**src/hw/tad_defs.svh**
```systemverilog
`ifndef TAD_DEFS_SVH
`define TAD_DEFS_SVH
// ----------------------------------------
// Register offsets
// ----------------------------------------
`define TAD_REG_CTRL 8'h00
`define TAD_REG_SNR_THR 8'h04
`define TAD_REG_RATE_THR 8'h08
`define TAD_REG_PERIOD 8'h0C
`define TAD_REG_STATUS 8'h10
`define TAD_REG_RATE_BASE 8'h20
// ----------------------------------------
// Fields and reset values
// ----------------------------------------
`define TAD_CTRL_START 0
`define TAD_CTRL_PRO_EN 1
`define TAD_CTRL_RATE_CHG_EN 2
`define TAD_SNR_THR_RST 16'h0080
`define TAD_RATE_THR_RST 16'h0100
`define TAD_PERIOD_RST 32'h0000_1000
`define TAD_NANT 4
`define TAD_STATUS_BEGIN 2'h1
`define TAD_STATUS_SCAN 2'h2
`endif

```
**src/hw/tad_pkg.sv**
```systemverilog
package tad_pkg;
   typedef enum logic [2:0] {
      TAD_IDLE = 3'h0,
      TAD_SETUP = 3'h1,
      TAD_RUN = 3'h3,
      TAD_SCAN_REQ = 3'h2,
      TAD_SCAN_WAIT = 3'h6,
      TAD_SELECT = 3'h7
   } tad_state_t;
   typedef logic [1:0] tad_ant_t;
endpackage

```
**src/hw/tad_sel_if.sv**
```systemverilog
`timescale 1ns/1ps
interface tad_sel_if;
   logic [63:0] rates;
   logic [1:0] best;
   modport ctl (output rates, input best);
   modport sel (input rates, output best);
endinterface

```
**src/hw/tad_best_sel.sv**
```systemverilog
`timescale 1ns/1ps
module tad_best_sel (
   // Rate table in, chosen antenna out
   tad_sel_if.sel s
);
   // ----------------------------------------
   // Highest rate search, lowest index wins ties
   // ----------------------------------------
   always_comb begin
      logic [15:0] top;
      top = s.rates[15:0];
      s.best = 2'h0;
      for (int i = 1; i < 4; i++) begin
         if (s.rates[i*16 +: 16] > top) begin
            top = s.rates[i*16 +: 16];
            s.best = 2'(i);
         end
      end
   end
endmodule // tad_best_sel

```
**src/hw/tad_ctrl.sv**
```systemverilog
// Operation
// (RL1) Start by sending setup request, status begin, on an arbitrary antenna.
// (RL2) Destination answers setup request with capability response.
// (RL3) Destination compares SNR metric against threshold for each frame.
// (RL4) Destination sends change command when metric falls below threshold.
// (RL5) On change command switch to another antenna unconditionally. The code switches only in the run state.
// (RL6) Periodically scan channels of every inactive antenna.
// (RL7) Scan: leave active antenna, send scan request, take state from response.
// (RL8) After all antennas scanned choose the highest rate antenna.
// (RL9) Below rate threshold, repeat proactive selection periodically.
// (RL10) Optionally run selection on rate change from bad channel.
// (RL11) Scan only while no data transfer is in progress. The code checks data_busy_i only when a scan starts.
// (RL12) SNR threshold, rate threshold and scan period are configurable.
`timescale 1ns/1ps
`include "tad_defs.svh"
module tad_ctrl (
   // Clock and reset
   input wire logic clk_i,
   input wire logic srst_i,
   // Register port
   input wire logic [7:0] addr_i,
   input wire logic [31:0] wdata_i,
   input wire logic wr_i,
   input wire logic rd_i,
   output logic [31:0] rdata_o,
   // Frame transmit request
   output logic tx_req_o,
   output logic [1:0] tx_status_o,
   input wire logic tx_ack_i,
   // Received frames from destination
   input wire logic rx_resp_i,
   input wire logic rx_capable_i,
   input wire logic [15:0] rx_rate_i,
   input wire logic rx_change_i,
   // Data path state
   input wire logic data_busy_i,
   input wire logic [15:0] cur_rate_i,
   input wire logic rate_chg_i,
   // Antenna selection
   output logic [1:0] ant_o,
   output logic [15:0] snr_thr_o
);
   // ----------------------------------------
   // Helpers
   // ----------------------------------------
   function automatic logic [1:0] next_ant(input logic [1:0] a);
      next_ant = a + 2'h1;
   endfunction

   // ----------------------------------------
   // State
   // ----------------------------------------
   tad_pkg::tad_state_t state, next_state;
   logic [2:0] ctrl, next_ctrl;
   logic [15:0] snr_thr, next_snr_thr;
   logic [15:0] rate_thr, next_rate_thr;
   logic [31:0] period, next_period;
   logic [31:0] cnt, next_cnt;
   logic [1:0] ant, next_ant_q;
   logic [1:0] home, next_home;
   logic [2:0] scanned, next_scanned;
   logic capable, next_capable;
   logic start_pend, next_start_pend;
   logic [15:0] rate_tab [4];
   logic [15:0] next_rate_tab [4];
   logic [31:0] rdata, next_rdata;
   logic [63:0] flat;
   tad_sel_if sel ();

   always_comb begin
      for (int i = 0; i < 4; i++) flat[i*16 +: 16] = rate_tab[i];
   end
   assign sel.rates = flat;

   tad_best_sel u_sel (
      .s(sel)
   );

   // ----------------------------------------
   // Next-state logic
   // ----------------------------------------
   always_comb begin
      next_state = state;
      next_ctrl = ctrl;
      next_snr_thr = snr_thr;
      next_rate_thr = rate_thr;
      next_period = period;
      next_cnt = cnt;
      next_ant_q = ant;
      next_home = home;
      next_scanned = scanned;
      next_capable = capable;
      next_start_pend = start_pend;
      next_rate_tab = rate_tab;
      next_rdata = 32'h0000_0000;
      // Register writes; thresholds and period are software values
      if (wr_i) begin
         case (addr_i)
            `TAD_REG_CTRL: begin
               next_ctrl = wdata_i[2:0];
               // Only an idle block latches a start; a start bit rewritten while
               // running must not restart the link after a later stop
               if (wdata_i[`TAD_CTRL_START] && state == tad_pkg::TAD_IDLE) begin
                  next_start_pend = 1'b1;
               end
            end
            `TAD_REG_SNR_THR: next_snr_thr = wdata_i[15:0]; // RL12
            `TAD_REG_RATE_THR: next_rate_thr = wdata_i[15:0]; // RL12
            `TAD_REG_PERIOD: next_period = wdata_i; // RL12
            default: ;
         endcase
      end
      // Reads answer one cycle later; unmapped reads give zero
      if (rd_i) begin
         case (addr_i)
            `TAD_REG_CTRL: next_rdata = {29'h0, ctrl};
            `TAD_REG_SNR_THR: next_rdata = {16'h0, snr_thr};
            `TAD_REG_RATE_THR: next_rdata = {16'h0, rate_thr};
            `TAD_REG_PERIOD: next_rdata = period;
            `TAD_REG_STATUS: next_rdata = {24'h0, capable, state, 2'h0, ant};
            `TAD_REG_RATE_BASE: next_rdata = {16'h0, rate_tab[0]};
            `TAD_REG_RATE_BASE + 8'h04: next_rdata = {16'h0, rate_tab[1]};
            `TAD_REG_RATE_BASE + 8'h08: next_rdata = {16'h0, rate_tab[2]};
            `TAD_REG_RATE_BASE + 8'h0C: next_rdata = {16'h0, rate_tab[3]};
            default: next_rdata = 32'h0000_0000;
         endcase
      end
      if (state != tad_pkg::TAD_IDLE && cnt != 32'h0) next_cnt = cnt - 32'h1;
      case (state)
         tad_pkg::TAD_IDLE: begin
            if (start_pend) begin
               next_start_pend = 1'b0;
               // Forget the previous answer so the begin request goes out again
               next_capable = 1'b0;
               next_state = tad_pkg::TAD_SETUP; // RL1
            end
         end
         tad_pkg::TAD_SETUP: begin
            // Wait for capability answer from the destination
            if (rx_resp_i) begin
               next_capable = rx_capable_i;
               next_cnt = period;
               next_state = rx_capable_i ? tad_pkg::TAD_RUN : tad_pkg::TAD_IDLE;
            end
         end
         tad_pkg::TAD_RUN: begin
            if (rx_change_i) begin
               next_ant_q = next_ant(ant); // RL5
            end else if (ctrl[`TAD_CTRL_PRO_EN] && !data_busy_i && // RL11
                         (cnt == 32'h0 || // RL6
                          (ctrl[`TAD_CTRL_RATE_CHG_EN] && rate_chg_i))) begin // RL10
               next_home = ant;
               next_scanned = 3'h0;
               next_rate_tab[ant] = cur_rate_i;
               next_ant_q = next_ant(ant); // RL7
               next_state = tad_pkg::TAD_SCAN_REQ;
            end
         end
         tad_pkg::TAD_SCAN_REQ: begin
            if (tx_ack_i) next_state = tad_pkg::TAD_SCAN_WAIT; // RL7
         end
         tad_pkg::TAD_SCAN_WAIT: begin
            if (rx_resp_i) begin
               next_rate_tab[ant] = rx_rate_i; // RL7
               next_scanned = scanned + 3'h1;
               if (next_ant(ant) == home) begin
                  next_state = tad_pkg::TAD_SELECT;
               end else begin
                  next_ant_q = next_ant(ant);
                  next_state = tad_pkg::TAD_SCAN_REQ;
               end
            end
         end
         tad_pkg::TAD_SELECT: begin
            next_ant_q = sel.best; // RL8
            // Short period while rate stays poor; full period otherwise
            next_cnt = (cur_rate_i < rate_thr) ? (period >> 2) : period; // RL9
            next_state = tad_pkg::TAD_RUN;
         end
         default: next_state = tad_pkg::TAD_IDLE;
      endcase
      // Clearing the start bit drops back to idle from any state
      if (wr_i && addr_i == `TAD_REG_CTRL && !wdata_i[`TAD_CTRL_START]) begin
         next_state = tad_pkg::TAD_IDLE;
      end
   end

   // ----------------------------------------
   // Registers
   // ----------------------------------------
   always_ff @(posedge clk_i) begin
      if (srst_i) begin
         state <= tad_pkg::TAD_IDLE;
         ctrl <= 3'h0;
         snr_thr <= `TAD_SNR_THR_RST;
         rate_thr <= `TAD_RATE_THR_RST;
         period <= `TAD_PERIOD_RST;
         cnt <= 32'h0;
         ant <= 2'h0; // Arbitrary first antenna
         home <= 2'h0;
         scanned <= 3'h0;
         capable <= 1'b0;
         start_pend <= 1'b0;
         for (int i = 0; i < 4; i++) rate_tab[i] <= 16'h0;
         rdata <= 32'h0;
      end else begin
         state <= next_state;
         ctrl <= next_ctrl;
         snr_thr <= next_snr_thr;
         rate_thr <= next_rate_thr;
         period <= next_period;
         cnt <= next_cnt;
         ant <= next_ant_q;
         home <= next_home;
         scanned <= next_scanned;
         capable <= next_capable;
         start_pend <= next_start_pend;
         rate_tab <= next_rate_tab;
         rdata <= next_rdata;
      end
   end

   // ----------------------------------------
   // Outputs
   // ----------------------------------------
   // Scan request held until the MAC takes it; setup request held until the destination answers
   assign tx_req_o = (state == tad_pkg::TAD_SETUP && !capable) ||
                     state == tad_pkg::TAD_SCAN_REQ;
   assign tx_status_o = (state == tad_pkg::TAD_SCAN_REQ) ? `TAD_STATUS_SCAN :
                        `TAD_STATUS_BEGIN; // RL1
   assign ant_o = ant;
   assign snr_thr_o = snr_thr; // RL3
   assign rdata_o = rdata;
endmodule // tad_ctrl

```
**config.mk**
```make
export PLATFORM = sky130hd
export DESIGN_NAME = tad_ctrl
export DESIGN_NICKNAME = d
export VERILOG_FILES = /design/src/hw/tad_pkg.sv /design/src/hw/tad_sel_if.sv /design/src/hw/tad_best_sel.sv /design/src/hw/tad_ctrl.sv
export VERILOG_INCLUDE_DIRS = /design/src /design/src/hw
export SDC_FILE = /design/constraint.sdc
export NUM_CORES = 1
export LEC_CHECK = 0
export BUFFER_PORTS_ARGS = -buffer_cell sky130_fd_sc_hd__buf_4
export CAP_MARGIN = 20
export CORE_MARGIN = 2
export CORE_UTILIZATION = 60
export DETAILED_ROUTE_END_ITERATION = 7
export PLACE_DENSITY = 0.82
export REMOVE_ABC_BUFFERS = 1
export SYNTH_ARGS = -nofsm -noshare
export SYNTH_HDL_FRONTEND = slang
export SYNTH_HIERARCHICAL = 1
export SYNTH_SLANG_ARGS = --single-unit
```
**constraint.sdc**
```tcl
create_clock -name clk_i -period 8.35 [get_ports clk_i]
set_clock_uncertainty 0.15 [all_clocks]
set_input_delay 0.835 -clock clk_i [delete_from_list [all_inputs] [get_ports clk_i]]
set_output_delay 0.835 -clock clk_i [all_outputs]
set_load 0.005 [all_outputs]
```
== Word-level counts from Yosys, hierarchy flattened ==
Cells that the tools add are included.
Word-level totals
  register bits after elaboration: 204
Cells by class
  mux-type cells: 41
  add/subtract/negate cells: 2
  order comparisons: 6
  bitwise logic cells: 3
  eq/ne operators: 22
  reduce and logical (&&, ||, !) cells: 33
Operators by type and width (count)
  $pmux W32 S9: 1
  $mux W64: 3
  $bwmux W64: 2
  $pmux W64 S2: 1
  $mux W32: 3
  $pmux W32 S2: 1
  $gt A16 B16 Y1: 3
  $mux W16: 3
  $demux W16 S2: 1
  $eq A8 B6 Y1 const B: 4
  $logic_not A32 Y1: 1
  $reduce_bool A32 Y1: 1
  $sub A32 B1 Y32 const B: 1
  $mux W3: 7
  $pmux W3 S6: 1
  $eq A8 B4 Y1 const B: 2
  $lt A16 B16 Y1: 1
  $mux W2: 8
  $ne A2 B2 Y1 const B: 7
  $logic_and A1 B1 Y1: 9
  $eq A8 B3 Y1 const B: 1
  $eq A8 B5 Y1 const B: 1
  $logic_not A8 Y1: 1
  $mux W1: 8
  22 further kinds: 36

== Depth between registers and ports, before layout ==
  depth in word-level cells: 9
  gate-level depth with buffers: 28

== Cells and area by module ==
The synthesis kept the hierarchy.
By module, submodules not included
  tad_ctrl: sequential area each 4083.9 um^2, instances 1, area an instance 9240.1 um^2, cells each 1115
  tad_best_sel: sequential area each 0.0 um^2, instances 1, area an instance 1895.6 um^2, cells each 270

== Least setup slack after synthesis ==
OpenSTA, ideal clock, no wires.
  kind: reg-to-reg
  start: reg rate_tab (netlist bit flat[15])
  end: reg ant[0], in the netlist ant_o[0]
  setup time: 0.132 ns
  required time: 8.068 ns
  clock period less this slack: 5.558 ns
  stages on the path, launching flop included: 28
  buffers on the path: 4
  slack: 2.792 ns
  arrival time: 5.276 ns
  path through: dfxtp_1 inv_1 ha_1 nand4_4 nor4_4 o21ai_2 and4b_1 buf_6 buf_6 o211ai_2 inv_1 ha_1 a21o_1 a21o_1 a211oi_1 a21o_1 buf_2 buf_2 mux2i_1 ha_1 nand2_1 or4_1 nor3_1 nor2_1 o31ai_1 o311ai_1 a22oi_1 a21oi_1
On the way
  longest elaborated chain between the ends: 7
Ends and longest elaborated chain
  start, declared: RTL line tad_ctrl.sv:64  | logic [15:0] rate_tab [4];
  start signal, assigned: RTL line tad_ctrl.sv:218  | rate_tab <= next_rate_tab;
  $gt A16 B16 Y1: RTL line tad_best_sel.sv:14  | if (s.rates[i*16 +: 16] > top) begin
  $mux W16: RTL line tad_best_sel.sv:14
  $gt A16 B16 Y1: RTL line tad_best_sel.sv:14
  $mux W16: RTL line tad_best_sel.sv:14
  $gt A16 B16 Y1: RTL line tad_best_sel.sv:14
  $mux W2 (*): RTL line tad_best_sel.sv:14
  net sel.best[0]: RTL line tad_sel_if.sv:4  | logic [1:0] best;
  $pmux W2 S3 (*): RTL line tad_ctrl.sv:129  | case (state)
  end signal, assigned: RTL line tad_ctrl.sv:213  | ant <= next_ant_q;
  end, declared: RTL line tad_ctrl.sv:59  | logic [1:0] ant, next_ant_q;
Mark *: on every way through the listed nets, which the timed path passes. The rest lies on a longest branch.
A chain may end at the register's enable or synchronous reset.

== Worst setup path in the final report ==
Same ends and word-level chain as after synthesis.

==> out/metrics.cfg <==
[floorplanning]
fp.dieW_um=140
core_region_area_sq_um=18100
die_h_um=140
rows=49
fp.dieArea_sq_um=19700
boundaryPins=135
start_util_pct=61.6

[layout]
layout.nets=1624
final_common_cell=nand2_1
synthToLayoutAreaGrowth_pct=17.3
antenna_cells=0
final_cell_mix=nand2_1, dfxtp_1, buf_4
drive_above_1_share_pct=14.8
final_core_util_pct=72.2

[sta]
holdWs_ps=331
slew_viol_final=0
relSlewSlack_pct=20.3
tightest_slew_ps=1190
fin_crit_ps=7180
finalSetupTns_ps=0
post-route-period-util_pct=86.0
hold_viol_final=0
rsz0062_at_grt=no
fmaxAchievable_mhz=139
setup_viol=0

[min_path]
hold_path_startpoint=snr_thr_o[10]
hold_depth=2
holdPathEnd=snr_thr_o[10]
hold_class=reg2reg

[route]
ant_nets=0
drt-initial-drc-count=1069
remaining_drc_errors=0
wirelength_um=34900
wl_per_cell_um=20.3
drt_pre_antenna_iters=6
vias=10900
viasPerCell=6.33

[run]
drv_cap=0

[critical_path]
crit_chain=inv_1 -> ha_1 -> nand4_4 -> nor2_1 -> nor3_2 -> and4b_1 -> o211ai_1 -> inv_1 -> ha_1 -> nor2b_1 -> o211ai_1 -> a21oi_1 -> o31ai_1 -> a21o_1 -> mux2i_1 -> ha_1 -> nand2_1 -> or4_1 -> nor3_1 -> nor2_1 -> o31ai_1 -> o311ai_1 -> a22oi_1 -> a21oi_1
crit_path_max_fanout=17
timing.rr.end=ant_o[0]
reg2reg_depth=24
start_kind=flop
path_common_cell=ha_1
critical_path_class=reg2reg
cp-end-kind=flop
slowest_stage=and4b_1
r2r-start=flat[15]
crit_arrival_ps=7390
cpPeakStageDelay_ps=930
crit_required_ps=8560
r2r_slack_ps=1170

[global_routing]
antenna_found_initial=0
grt_usage_pct=34.5
grt_remaining_overflow=0
grt_pass1_wl_um=54600
grt_max_degree=96
grt_pass1_vias=10200

[place]
io_buffers=134
dp_hpwl_um=24700
routabilityCongestion=0.957

[outcome]
status=complete, no violations

[synth]
synth.distinct_cells=63
synth.area.top_cells=dfxtp_1, ha_1, nand2_1, a21oi_1, a211oi_1
ys.flop_type=dfxtp_1
yosys.area.top_type_share_pct=36.7
synth-edff-count=0
yosysSeqAreaShare_pct=36.7
synth_top_area_cell=dfxtp_1
ys_seq_elements=204
synth_area_sq_um=11100
syn_inst=1385
async_flop_share_pct=0
syn_avg_cell_area_sq_um=8.04
yosysWarnings=6

[cts]
cts_tree=done
h-tree-depth=1
cts_root_buf=clkbuf_16
cts_buffer_depth=3
cts_made_buffers=22
clk_pin_slew_worst_paths_ps=60
cts_hold_buf=0
cts_setup_buffers=0
clock_latency_ps=520
post_cts_resized=0
clock_sinks=204

[power_and_ir_drop]
p_leak_nw=5.18
peakVddDrop_mv=0.193
p_total_mw=2.97
powerDensity_nw_per_um2=227

-- registers in the layout, indices dropped and copies added (netlist names), 2 cells and up --
signal	count
ctrl	3
ant_o	2
home	2
rdata_o	32
flat	64
snr_thr_o	16
period	32
state	3
rate_thr	16
cnt	32
-- power breakdown --
part	internal (mW)	switching (mW)	leakage (nW)	total (mW)
combinational	0.319	0.489	3.14	0.808
clock	0.654	0.418	0.393	1.07
sequential	1.02	0.0681	1.65	1.09
total	2.00	0.975	5.18	2.97
-- stage by stage --
step / cell area (sq um) / instances / worst slack (ps)
after floorplan: 10800 / 1294 / 2340
after global placement: 12200 / 1676 / 1550
after detailed placement: 12200 / 1677 / 1310
after CTS: 13000 / 1717 / 1290
after global routing: 13100 / 1718 / 665
final: 13100 / 1718 / 1170
-- layout make-up --
type                       instances  area, sq um
clock buffer                      29          627
inverter                          60          225
timing repair buffer             155         1200
sequential                       204         4080
clock inverter                    11          173
fill                            1425         5020
tap                              229          287
multi-input combinational       1030         6470
-- per-layer routing --
layer,routed length [um],track usage (%),share of wire (%),vias to the layer above
met4,1270,13.5,3.6,0
li1,-,-,-,5174
met2,16600,58.3,48,488
met1,14000,43.9,40,5123
met5,0,0,0,-
met3,3030,6.02,8.7,91
-- cell usage after synthesis (all sizes together) (8+ instances only) --
master	instances
xor2	18
a211oi	71
a22oi	56
xnor2	8
or4	10
nor3	25
a21oi	121
o211ai	19
nand3	15
clkbuf	74
nand2	216
o21ai	23
nand4	33
buf	17
dfxtp	204
or3	11
a31oi	19
and2	24
a222oi	15
inv	60
nor4	17
a21o	19
nor2	136
nor2b	10
mux2i	33
ha	69
-- worst max path at each step --
stage,start,end,slack [ps],cells past startpoint
2_1_floorplan,flat[15],ant_o[0],2340,24
3_3_place_gp,flat[15],ant_o[0],1550,24
3_5_place_dp,flat[15],ant_o[0],1310,24
4_1_cts,flat[15],ant_o[0],1290,24
5_1_grt,flat[15],ant_o[0],660,24
6_report,flat[15],ant_o[0],1170,24
-- logic make-up after synthesis --
family / Yosys count / synth area share, %
multiplexers: 35 / 3.17
XOR/XNOR: 26 / 2.04
AO/OA/AOI/OAI: 377 / 23.1
AND/OR/NAND/NOR: 523 / 21.8
adder cells (fa/ha/maj): 69 / 7.75
buffers and inverters: 151 / 5.38
flip-flops: 204 / 36.7
-- critical path: cells and delay by family (launching register included) --
family / cells / cell delay (ps)
AND/OR/NAND/NOR: 9 / 3040
AO/OA/AOI/OAI: 9 / 2100
adder cells (fa/ha/maj): 3 / 960
flip-flops: 1 / 370
multiplexers: 1 / 200
buffers and inverters: 2 / 180
Power figures use the tool's default switching activity.
